[src/rtl/fbwd_pkg.sv]
// shared constants for the fieldbus watchdog and operation-mode block
package fbwd_pkg;
  // register offsets, byte addresses in the slave register space
  localparam logic [11:0] wd_multiplier_addr = 12'h400;
  localparam logic [11:0] host_wd_time_addr  = 12'h410;
  localparam logic [11:0] pd_wd_time_addr    = 12'h420;
  // reset values
  localparam logic [15:0] wd_multiplier_rst  = 16'h0000;
  localparam logic [15:0] host_wd_time_rst   = 16'h0000;
  localparam logic [15:0] pd_wd_time_rst     = 16'h0000;
  // process data object indices
  localparam logic [15:0] profile_rx_object  = 16'h1600;
  localparam logic [15:0] profile_tx_object  = 16'h1a00;
  // object index of the mode-select entry
  localparam logic [15:0] mode_select_object = 16'h6060;
  // mode codes as written to the mode-select object
  localparam logic [7:0]  mode_code_profile  = 8'h02;
  localparam logic [7:0]  mode_code_bypass   = 8'h00;
  // identity defaults, values are arbitrary
  localparam logic [31:0] vendor_id_dflt     = 32'h0000_0a5a;
  localparam logic [31:0] product_code_dflt  = 32'h0000_1234;
  localparam logic [31:0] revision_dflt      = 32'h0000_0002;
  // operation modes
  typedef enum logic [0:0] {
    mode_profile = 1'b0,
    mode_bypass  = 1'b1
  } op_mode_e;
  // watchdog state machine
  typedef enum logic [1:0] {
    wd_idle    = 2'b00,
    wd_running = 2'b01,
    wd_expired = 2'b10
  } wd_state_e;
endpackage : fbwd_pkg

[src/rtl/fbwd_tick.sv]
// prescaler that turns the multiplier setting into watchdog tick pulses
`timescale 1ns/10ps
module fbwd_tick
  import fbwd_pkg::*;
#(
  parameter int width = 16
) (
  input  wire logic             clk,
  input  wire logic             nrst,
  input  wire logic             restart,
  input  wire logic [width-1:0] divide,
  output logic                  tick
);
  logic [width-1:0] count;

  // refuse widths too narrow for the prescaler, checked at elaboration
  if (width < 2) begin : g_width_check
    $error("fbwd_tick width must be at least 2");
  end

  // one tick every divide+1 clocks, realigned on restart
  always_ff @(posedge clk or negedge nrst) begin
    if (!nrst) begin
      count <= '0;
      tick  <= 1'b0;
    end else if (restart) begin
      count <= '0;
      tick  <= 1'b0;
    end else if (count >= divide) begin
      count <= '0;
      tick  <= 1'b1;
    end else begin
      count <= count + {{(width-1){1'b0}}, 1'b1};
      tick  <= 1'b0;
    end
  end
endmodule : fbwd_tick

[src/rtl/fbwd_mode.sv]
// process-data watchdog, timeout fault and operation-mode selection
`timescale 1ns/10ps
module fbwd_mode
  import fbwd_pkg::*;
#(
  parameter logic [31:0] vendor_id = vendor_id_dflt // arbitrary value
) (
  input  wire logic        clk,
  input  wire logic        nrst,
  // slave register port
  input  wire logic        reg_wr,
  input  wire logic        reg_rd,
  input  wire logic [11:0] reg_addr,
  input  wire logic [15:0] reg_wdata,
  output logic      [15:0] reg_rdata,
  output logic             reg_ack,
  // process data traffic
  input  wire logic        pd_exchange_ok,
  // object writes from the master
  input  wire logic        obj_wr,
  input  wire logic [15:0] obj_index,
  input  wire logic [7:0]  obj_wdata,
  // process data assignment
  input  wire logic        pdo_assign_wr,
  input  wire logic        pdo_rx_profile,
  input  wire logic        pdo_tx_profile,
  // keypad parameter
  input  wire logic        keypad_wr,
  input  wire logic        keypad_mode,
  // identity settings
  input  wire logic        ident_wr,
  input  wire logic [31:0] ident_product,
  input  wire logic [31:0] ident_revision,
  // drive fault reset
  input  wire logic        fault_reset,
  output logic             fieldbus_timeout_fault,
  output logic             op_mode_param,
  output logic             op_mode_monitor,
  output logic             mode_refused,
  output logic      [31:0] vendor_code,
  output logic      [31:0] product_code,
  output logic      [31:0] revision_code
);
  logic [15:0] wd_multiplier;
  logic [15:0] host_wd_time;
  logic [15:0] pd_wd_time;
  logic [15:0] wd_count;
  logic        wd_tick;
  logic        wd_restart;
  logic        profile_assigned;
  wd_state_e   wd_state;
  op_mode_e    op_mode;

  // register writes
  always_ff @(posedge clk or negedge nrst) begin
    if (!nrst) begin
      wd_multiplier <= wd_multiplier_rst;
      host_wd_time  <= host_wd_time_rst;
      pd_wd_time    <= pd_wd_time_rst;
    end else if (reg_wr) begin
      case (reg_addr)
        wd_multiplier_addr: wd_multiplier <= reg_wdata;
        host_wd_time_addr:  host_wd_time  <= reg_wdata;
        pd_wd_time_addr:    pd_wd_time    <= reg_wdata;
        default: ;
      endcase
    end
  end

  // register reads, unmapped reads return zero
  always_ff @(posedge clk or negedge nrst) begin
    if (!nrst) begin
      reg_rdata <= 16'h0000;
      reg_ack   <= 1'b0;
    end else begin
      reg_ack <= reg_rd | reg_wr;
      if (reg_rd) begin
        case (reg_addr)
          wd_multiplier_addr: reg_rdata <= wd_multiplier;
          host_wd_time_addr:  reg_rdata <= host_wd_time;
          pd_wd_time_addr:    reg_rdata <= pd_wd_time;
          default:            reg_rdata <= 16'h0000;
        endcase
      end
    end
  end

  // restart when traffic arrives or the time setting is rewritten
  assign wd_restart = pd_exchange_ok | (reg_wr && reg_addr == pd_wd_time_addr);

  fbwd_tick #(.width(16)) u_tick (
    .clk     (clk),
    .nrst    (nrst),
    .restart (wd_restart),
    .divide  (wd_multiplier),
    .tick    (wd_tick)
  );

  // watchdog: counts ticks since last good exchange
  always_ff @(posedge clk or negedge nrst) begin
    if (!nrst) begin
      wd_state <= wd_idle;
      wd_count <= 16'h0000;
    end else begin
      case (wd_state)
        wd_idle: begin
          wd_count <= 16'h0000;
          if (pd_wd_time != 16'h0000) wd_state <= wd_running;
        end
        wd_running: begin
          if (pd_wd_time == 16'h0000) begin
            wd_state <= wd_idle;
          end else if (wd_restart) begin
            wd_count <= 16'h0000;
          end else if (wd_tick) begin
            if (wd_count + 16'h0001 >= pd_wd_time) begin
              wd_state <= wd_expired;
            end
            wd_count <= wd_count + 16'h0001;
          end
        end
        wd_expired: begin
          wd_count <= 16'h0000;
          if (wd_restart) wd_state <= wd_running;
        end
        default: wd_state <= wd_idle;
      endcase
    end
  end

  // sticky timeout fault; a new expiry beats a simultaneous reset
  always_ff @(posedge clk or negedge nrst) begin
    if (!nrst) begin
      fieldbus_timeout_fault <= 1'b0;
    end else if (wd_state == wd_running && !wd_restart && wd_tick &&
                 pd_wd_time != 16'h0000 && wd_count + 16'h0001 >= pd_wd_time) begin
      fieldbus_timeout_fault <= 1'b1;
    end else if (fault_reset) begin
      fieldbus_timeout_fault <= 1'b0;
    end
  end

  // remembers whether a profile object is in the assignment
  always_ff @(posedge clk or negedge nrst) begin
    if (!nrst) begin
      profile_assigned <= 1'b1;
    end else if (pdo_assign_wr) begin
      profile_assigned <= pdo_rx_profile | pdo_tx_profile;
    end
  end

  // mode selection: in one cycle pdo assignment beats object write beats keypad, else the latest accepted request wins
  always_ff @(posedge clk or negedge nrst) begin
    if (!nrst) begin
      op_mode      <= mode_profile;
      mode_refused <= 1'b0;
    end else begin
      mode_refused <= 1'b0;
      if (pdo_assign_wr) begin
        if (pdo_rx_profile | pdo_tx_profile) op_mode <= mode_profile;
        else op_mode <= mode_bypass;
      end else if (obj_wr && obj_index == mode_select_object) begin
        if (obj_wdata == mode_code_profile) begin
          if (profile_assigned) op_mode <= mode_profile;
          else mode_refused <= 1'b1;
        end else if (obj_wdata == mode_code_bypass) begin
          op_mode <= mode_bypass;
        end
      end else if (keypad_wr) begin
        if (keypad_mode == mode_bypass) op_mode <= mode_bypass;
        else if (profile_assigned) op_mode <= mode_profile;
        else mode_refused <= 1'b1;
      end
    end
  end

  assign op_mode_param   = op_mode;
  assign op_mode_monitor = op_mode;

  // identity presented to the master
  always_ff @(posedge clk or negedge nrst) begin
    if (!nrst) begin
      product_code  <= product_code_dflt;
      revision_code <= revision_dflt;
    end else if (ident_wr) begin
      product_code  <= ident_product;
      revision_code <= ident_revision;
    end
  end
  assign vendor_code = vendor_id;
endmodule : fbwd_mode

[config.mk]
export PLATFORM = sky130hd
export DESIGN_NAME = fbwd_mode
export DESIGN_NICKNAME = d
export VERILOG_FILES = /design/src/rtl/fbwd_pkg.sv /design/src/rtl/fbwd_tick.sv /design/src/rtl/fbwd_mode.sv
export SDC_FILE = /design/constraint.sdc
export NUM_CORES = 1
export LEC_CHECK = 0
export ABC_AREA = 1
export BUFFER_PORTS_ARGS = -buffer_cell sky130_fd_sc_hd__buf_2
export CAP_MARGIN = 10
export CORE_ASPECT_RATIO = 0.8
export CORE_UTILIZATION = 44
export DETAILED_ROUTE_END_ITERATION = 7
export GPL_TIMING_DRIVEN = 0
export HOLD_SLACK_MARGIN = 0.12
export PLACE_DENSITY = 0.67
export SLEW_MARGIN = 40
export SYNTH_ARGS = -nofsm -noshare
export SYNTH_HDL_FRONTEND = slang
export SYNTH_SLANG_ARGS = --single-unit
[constraint.sdc]
create_clock -name clk -period 5.9 [get_ports clk]
set_input_delay 1.18 -clock clk [delete_from_list [all_inputs] [get_ports clk]]
set_output_delay 1.18 -clock clk [all_outputs]
set_load 0.005 [all_outputs]
==> load_flow_metrics.sql, run 1 <==
INSERT INTO impl_metrics (metric_group, metric, value, unit) VALUES
('global_route', 'globalRouteTotalUtil', '0.218', ''),
('global_route', 'via_count_of_the_first_global_routing_pass', '6850', ''),
('global_route', 'grt_first_pass_wirelength', '35100', 'um'),
('timing', 'fin_worst_hold_slack', '482', 'ps'),
('yosys', 'yosysTopAreaCell', 'dfrtp_1', ''),
('power', 'power_density', '239', 'mW/mm2'),
('timing', 'min_period', '2330', 'ps'),
('setup_path', 'r2r_start', 'wd_count[0]', ''),
('timing', 'worst-slew-pin-transition', '575', 'ps'),
('setup_path', 'worstPathBufferInverterCount', '1', ''),
('placement', 'numPlacedInstances', '1466', ''),
('timing', 'slew_violations', '0', ''),
('yosys', 'yosys-top-cells-count', 'nand2_1, dfrtp_1, inv_1, nand3_1, nor2_1', ''),
('detailed_routing', 'ant_nets', '0', ''),
('setup_path', 'timing_worst_setup_path_type', 'flip-flop to flip-flop', ''),
('timing', 'setup_viol', '0', ''),
('run_status', 'result_of_the_run', 'complete, no violations', ''),
('yosys', 'synth_area_leaders', 'dfrtp_1, mux2_2, nand2_1', ''),
('timing', 'final.setup_skew', '7.59', 'ps'),
('yosys', 'synth_top_area_frac', '0.461', ''),
('run', 'drv.max_cap_violation_count', '0', ''),
('yosys', 'synth_flop_cell', 'dfrtp_1', ''),
('hold_path', 'source_of_the_worst_hold_timing_path', 'fieldbus_timeout_fault', ''),
('setup_path', 'path_delay_family', 'simple AND/OR/NAND/NOR gates', ''),
('setup_path', 'worstReg2RegEnd', 'wd_state[0]', ''),
('global_route', 'grt_max_degree', '65', ''),
('power', 'vdd_ir_drop_max', '179', 'uV'),
('setup_path', 'peak_per_stage_delay_on_the_critical_path', '440', 'ps'),
('detailed_routing', 'post_drt_wl_per_cell', '14.2', 'um'),
('clock_network', 'cts_tree', 'built', ''),
('setup_path', 'worst-r2r-setup-slack', '3570', 'ps'),
('layout', 'drive_above_1_share', '0.335', ''),
('power', 'static-leakage-power', '5.67', 'nW'),
('yosys', 'yosys.cell_count.top_type', 'nand2_1', ''),
('hold_path', 'min_delay_worst_endpoint', 'fieldbus_timeout_fault', ''),
('yosys', 'post_synth_num_cell_types', '40', ''),
('detailed_routing', 'viasPerCell', '4.79', ''),
('clock_network', 'holdBufCountCts', '0', ''),
('timing', 'finalCritPeriodShare', '0.394', ''),
('yosys', 'post_synth_instance_area', '0.00875', 'mm2'),
('setup_path', 'ff2ff_path_depth', '15', ''),
('timing', 'setup-tns-final', '0', 'ps'),
('detailed_routing', 'postRouteWirelength', '21300', 'um'),
('floorplan', 'floorplan.initialDensity', '0.456', ''),
('clock_network', 'tritoncts.num_buffers', '17', ''),
('clock_network', 'cts_resized', '0', ''),
('yosys', 'synth_edf_count', '0', ''),
('setup_path', 'worstSetupEndpointType', 'flip-flop', ''),
('clock_network', 'cts_root_buf', 'clkbuf_16', ''),
('floorplan', 'die_area', '0.0204', 'mm2'),
('placement', 'place.gp.congestion', '0.880', ''),
('setup_path', 'maximum_fanout_along_the_worst_path', '5', ''),
('global_route', 'grt_overflow_total', '0', ''),
('clock_network', 'insertion_delay', '430', 'ps'),
('timing', 'grt_setup_unrepaired', 'false', ''),
('hold_path', 'worst_hold_path_type', 'flip-flop to flip-flop', ''),
('yosys', 'postSynth.asyncResetShare', '1.00', ''),
('yosys', 'number_of_synthesized_register_bits', '168', ''),
('placement', 'place_hpwl', '16500', 'um'),
('placement', 'numPortBuffers', '212', ''),
('detailed_routing', 'drtPass1Iterations', '5', ''),
('power', 'power', '2.60', 'mW'),
('setup_path', 'timing.critical_path.cells', 'nand3_1 > inv_1 > nand2_1 > nor2_2 > nand3_1 > nand2_1 > nand2_1 > ha_1 > nand2_1 > nor4_1 > nand2_1 > nand2_1 > nand2_1 > nand2_1 > nand2_1', ''),
('setup_path', 'worst_ep_required_time', '6220', 'ps'),
('setup_path', 'cp_common_cell', 'nand2_1', ''),
('floorplan', 'placementRows', '45', ''),
('clock_network', 'cts_setup_buffers', '0', ''),
('yosys', 'synth_seq_area_share', '0.482', ''),
('clock_network', 'clock_sinks', '168', ''),
('timing', 'finalHoldViolCount', '0', ''),
('yosys', 'synthesis.instances', '964', '');
[through the flow]
step                utilization  area (um2)  setup WS (ps)
floorplan                     -        8860           3680
global placement          0.533       10200            922
detailed placement        0.537       10300           3230
CTS                       0.568       10900           3560
global route              0.568       10900           3210
finish                    0.568       10900           3570
[cell usage in the layout (no fill, tap or decap), types with 4 or more instances in the layout]
cell	count
nand2_1	185
nand3_1	94
xor2_1	10
clkbuf_16	17
o21ai_0	31
dfrtp_1	161
nand4_1	15
o21ai_2	20
dfstp_2	7
clkbuf_1	10
inv_2	6
a21oi_1	31
ha_1	34
o21ai_1	6
xnor2_1	6
nor3_1	8
conb_1	32
buf_2	224
inv_1	104
nor2_4	4
mux2_2	64
inv_8	8
buf_6	6
buf_4	33
nand2_2	4
nor2_1	84
[how the worst max path moves through the flow]
stage	from	end	slack (ps)	cells after the start
after global routing	wd_count[0]	wd_state[0]	3210	15
final	wd_count[0]	wd_state[0]	3570	15
after floorplan	reg_addr[10]	wd_multiplier[12]	3680	8
after CTS	wd_count[0]	wd_state[0]	3560	14
after detailed placement	reg_addr[9]	wd_state[1]	3230	10
after global placement	nrst	product_code[7]	920	1
[registers in the layout, summed over array words and instances, names as in the netlist]
register                count
profile_assigned            1
pd_wd_time                 16
product_code               32
fieldbus_timeout_fault      1
wd_count                   16
wd_multiplier              16
u_tick.tick                 1
reg_rdata                  16
revision_code              32
u_tick.count               16
reg_ack                     1
op_mode_monitor             1
mode_refused                1
wd_state                    2
host_wd_time               16
[worst register-to-register path, cell delays in order, from the launching register on]
cell and delay, ps:
dfrtp_1 440, nand3_1 140, inv_1 100, nand2_1 140, nor2_2 180, nand3_1 80, nand2_1 70, nand2_1 90
ha_1 300, nand2_1 70, nor4_1 270, nand2_1 80, nand2_1 100, nand2_1 60, nand2_1 60, nand2_1 50
[layer usage]
| metal | GRT usage | wire length [um] |
|---|---|---|
| met1 | 0.309 | 10100 |
| met2 | 0.346 | 10000 |
| met3 | 0.0411 | 914 |
| met4 | 0.0509 | 237 |
| met5 | 0 | 0 |
[where the power goes]
group	total, mW	switching [mW]	internal, mW	leakage [nW]
logic	0.257	0.125	0.133	3.28
registers	1.23	0.0242	1.20	2.09
clock network	1.12	0.543	0.575	0.295
total	2.60	0.692	1.91	5.67
[final cells by class]
type	instances	area, um2
Inverter	110	413
Tap cell	258	323
Timing Repair Buffer	214	1130
Fill cell	1738	8290
Sequential cell	168	4210
Buffer	63	422
Clock inverter	15	174
Multi-Input combinational cell	653	3810
Clock buffer	17	425
[cells by family (layout without fill, tap and decap cells)]
kind of cell	after synthesis	count (layout)	share of synthesized area
flops	168	168	0.482
mux	64	64	0.0824
compound gates	94	94	0.0641
other cells	2	32	0.000859
fa+ha+maj	34	34	0.0486
xor+xnor	16	16	0.0160
buf+inv	173	419	0.0954
simple gates	413	413	0.211
Note: power is estimated with default switching activity, not from simulation.
==> run 2, diff against run 1 <==
Settings changed: PLACE_DENSITY 0.67 to 0.7.
Clock period 5.9 ns to 1.99 ns, I/O delays scaled along.
==> run 2 against run 1 <==
The flow now finishes with violations (setup timing). Via count increased by 2.8%. Sequential power grew to 3.0 times the previous value. Maximum frequency grew 6.7%. Register-to-register slack lost 3800 ps. Design area grew 3.4%. Worst setup slack got worse by 3800 ps. Sequential share of layout area fell by 1.2 points. Clock power grew to 3.0 times the previous value. First-iteration DRC count rose by 34%. Critical path depth is 2 lower. Cell count increased by 1.6%. Routed wire length rose by 3.3%. Critical path type unchanged. Largest cell class unchanged. Highest routed layer unchanged.
==> load_flow_metrics.sql, run 2 (synthesis results as in run 1) <==
INSERT INTO impl_metrics (metric_group, metric, value, unit) VALUES
('run_status', 'result_of_the_run', 'finished with violations', ''),
('run_status', 'failed_checks', 'setup timing', ''),
('timing', 'setup_viol', '3', ''),
('clock_network', 'cts_tree', 'built', ''),
('clock_network', 'cts_max_level', '4', ''),
('detailed_routing', 'viasPerCell', '4.85', ''),
('power', 'power_switching', '2.06', 'mW'),
('timing', 'grt_setup_unrepaired', 'true', ''),
('global_route', 'via_count_of_the_first_global_routing_pass', '6986', ''),
('clock_network', 'cts_max_path_buffers', '2', ''),
('hold_path', 'worst_hold_path_type', 'input port to flip-flop', ''),
('layout', 'drive_above_1_share', '0.381', ''),
('power', 'clock_power_frac', '0.428', ''),
('layout', 'insertedDiodeCount', '0', ''),
('clock_network', 'cts.clk_slew.worst_paths', '80', 'ps'),
('global_route', 'antenna_found_initial', '0', ''),
('global_route', 'globalRouteTotalUtil', '0.218', ''),
('power', 'power_switching_share', '0.267', ''),
('detailed_routing', 'detailedRoute.firstIterationViolations', '506', ''),
('timing', 'fin_worst_hold_slack', '187', 'ps'),
('timing', 'finalCritPeriodShare', '1.10', ''),
('placement', 'place_hpwl', '16600', 'um'),
('power', 'power.share.sequential', '0.471', ''),
('run', 'drv.max_cap_violation_count', '0', ''),
('clock_network', 'cts_root_buf', 'clkbuf_16', ''),
('clock_network', 'insertion_delay', '430', 'ps'),
('floorplan', 'design.portCount', '246', ''),
('setup_path', 'maximum_fanout_along_the_worst_path', '4', ''),
('detailed_routing', 'vias', '7375', ''),
('timing', 'final.setup_skew', '10.2', 'ps'),
('setup_path', 'timing_worst_setup_path_type', 'flip-flop to flip-flop', ''),
('detailed_routing', 'ant_nets', '0', ''),
('layout', 'final_common_cell', 'buf_2', ''),
('floorplan', 'die_width', '160', 'um'),
('layout', 'flow.area_growth_from_synthesis', '29.0', '%'),
('setup_path', 'worstSetupEndpointType', 'flip-flop', ''),
('detailed_routing', 'postRouteWirelength', '22000', 'um'),
('power', 'vdd_ir_drop_max', '609', 'uV'),
('timing', 'final_critical_path_setup_slack', '-190', 'ps'),
('layout', 'post-route-cell-area', '0.0113', 'mm2'),
('timing', 'slew_headroom', '0.613', ''),
('placement', 'numPlacedInstances', '1466', ''),
('timing', 'slew_violations', '0', ''),
('power', 'share_comb_of_total_power', '0.101', ''),
('placement', 'numPortBuffers', '212', ''),
('power', 'power_report.internal_total', '5.66', 'mW'),
('layout', 'finalNetCount', '1414', ''),
('detailed_routing', 'post_drt_wl_per_cell', '14.5', 'um'),
('setup_path', 'startpoint_type', 'flip-flop', ''),
('setup_path', 'worst_ep_required_time', '2300', 'ps'),
('floorplan', 'floorplan.initialDensity', '0.456', ''),
('global_route', 'grt_overflow_total', '0', ''),
('clock_network', 'tritoncts.num_buffers', '17', ''),
('global_route', 'grt_first_pass_wirelength', '35200', 'um'),
('timing', 'min_period', '2180', 'ps'),
('clock_network', 'clock_sinks', '168', ''),
('layout', 'final_cell_mix', 'buf_2, nand2_1, dfrtp_1', ''),
('placement', 'place.gp.congestion', '0.859', ''),
('floorplan', 'placementRows', '45', ''),
('setup_path', 'worst-endpoint-arrival', '2500', 'ps'),
('timing', 'finalHoldViolCount', '0', ''),
('detailed_routing', 'drtPass1Iterations', '5', ''),
('timing', 'achievable-frequency', '0.459', 'GHz'),
('floorplan', 'die_area', '0.0204', 'mm2'),
('global_route', 'grt_max_degree', '73', ''),
('power', 'power_density', '685', 'mW/mm2'),
('placement', 'placement.cell_area', '0.0103', 'mm2'),
('layout', 'post_layout_nonfiller_instances', '1522', ''),
('detailed_routing', 'drc', '0', ''),
('layout', 'top_regs', 'product_code x32, revision_code x32', ''),
('floorplan', 'core_area', '0.0192', 'mm2'),
('power', 'static-leakage-power', '5.80', 'nW'),
('timing', 'worst-slew-pin-transition', '581', 'ps'),
('floorplan', 'fp.dieH', '128', 'um');
==> run 2: cell count changes in the layout (fill, tap and decap cells not counted), sizes merged <==
cell | before | now
buf | 267 | 290
dlygate4sd3 | 0 | 1
==> run 2: final cells by class <==
type	count	area, um2
buffer	63	422
clock buffer	17	425
clock inverter	15	169
fill	1658	7920
inverter	110	413
multi-input combinational	653	4000
sequential	168	4220
tap	258	323
timing repair buffer	238	1310
==> run 2: path summary, 6_finish.rpt <==
path                       slack (ps)  cells past startpoint                endpoint                   start
setup / recovery                 -190                     13             wd_state[0]             wd_count[7]
min in group asynchronous         460                      2         op_mode_monitor                    nrst
hold / removal                    190                      2        revision_code[2]       ident_revision[2]
setup reg to reg                 -190                     13             wd_state[0]             wd_count[7]
hold reg to reg                   480                      2  fieldbus_timeout_fault  fieldbus_timeout_fault
max in group asynchronous         520                      4        revision_code[1]                    nrst
==> run 2: power by group through the flow <==
stage	Combinational (mW)	Sequential [mW]	Clock, mW
6_report	0.778	3.64	3.31
5_1_grt	0.861	3.66	3.52
4_1_cts	0.785	3.64	3.35
3_5_place_dp	0.775	3.70	0
3_3_place_gp	0.747	3.69	0
2_1_floorplan	0.333	3.72	0
==> run 2: stage by stage <==
| stage | TNS [ps] | util | power (mW) | setup WS [ps] |
|---|---|---|---|---|
| floorplan | 0 | - | 4.05 | 20.6 |
| finish | -494 | 0.587 | 7.72 | -190 |
| CTS | -384 | 0.580 | 7.78 | -134 |
| detailed placement | -1600 | 0.537 | 4.48 | -376 |
| global route | -1090 | 0.587 | 8.04 | -417 |
| global placement | -361820 | 0.534 | 4.44 | -2210 |
==> run 2: repair_timing <==
action                                  in CTS  in global routing
gates cloned                                 0                  0
endpoints found under the setup margin      13                 13
endpoints found under the hold margin       53                  0
pin swaps                                   22                 16
resized for setup                           23                 29
hold buffers                                 1                  0
setup buffers                               18                  5
==> run 2: per-layer routing <==
metal | vias to the layer above | GRT usage | wire (um)
met5 | - | 0 | 0
met4 | 0 | 0.0577 | 319
met3 | 24 | 0.0508 | 1130
met2 | 200 | 0.347 | 10400
met1 | 3495 | 0.301 | 10100
li1 | 3656 | - | -
==> run 2: critical path, stage by stage, from the launching register on <==
cell and delay (ps):
dfrtp_1 400, nand2_1 110, nor2_2 170, nand4_1 150
nor3_2 160, nor2_2 80, ha_1 300, nand2_2 70
nor4_2 280, nand2_1 110, nand2_2 90, nand2_1 50
nand2_1 60, nand2_1 50
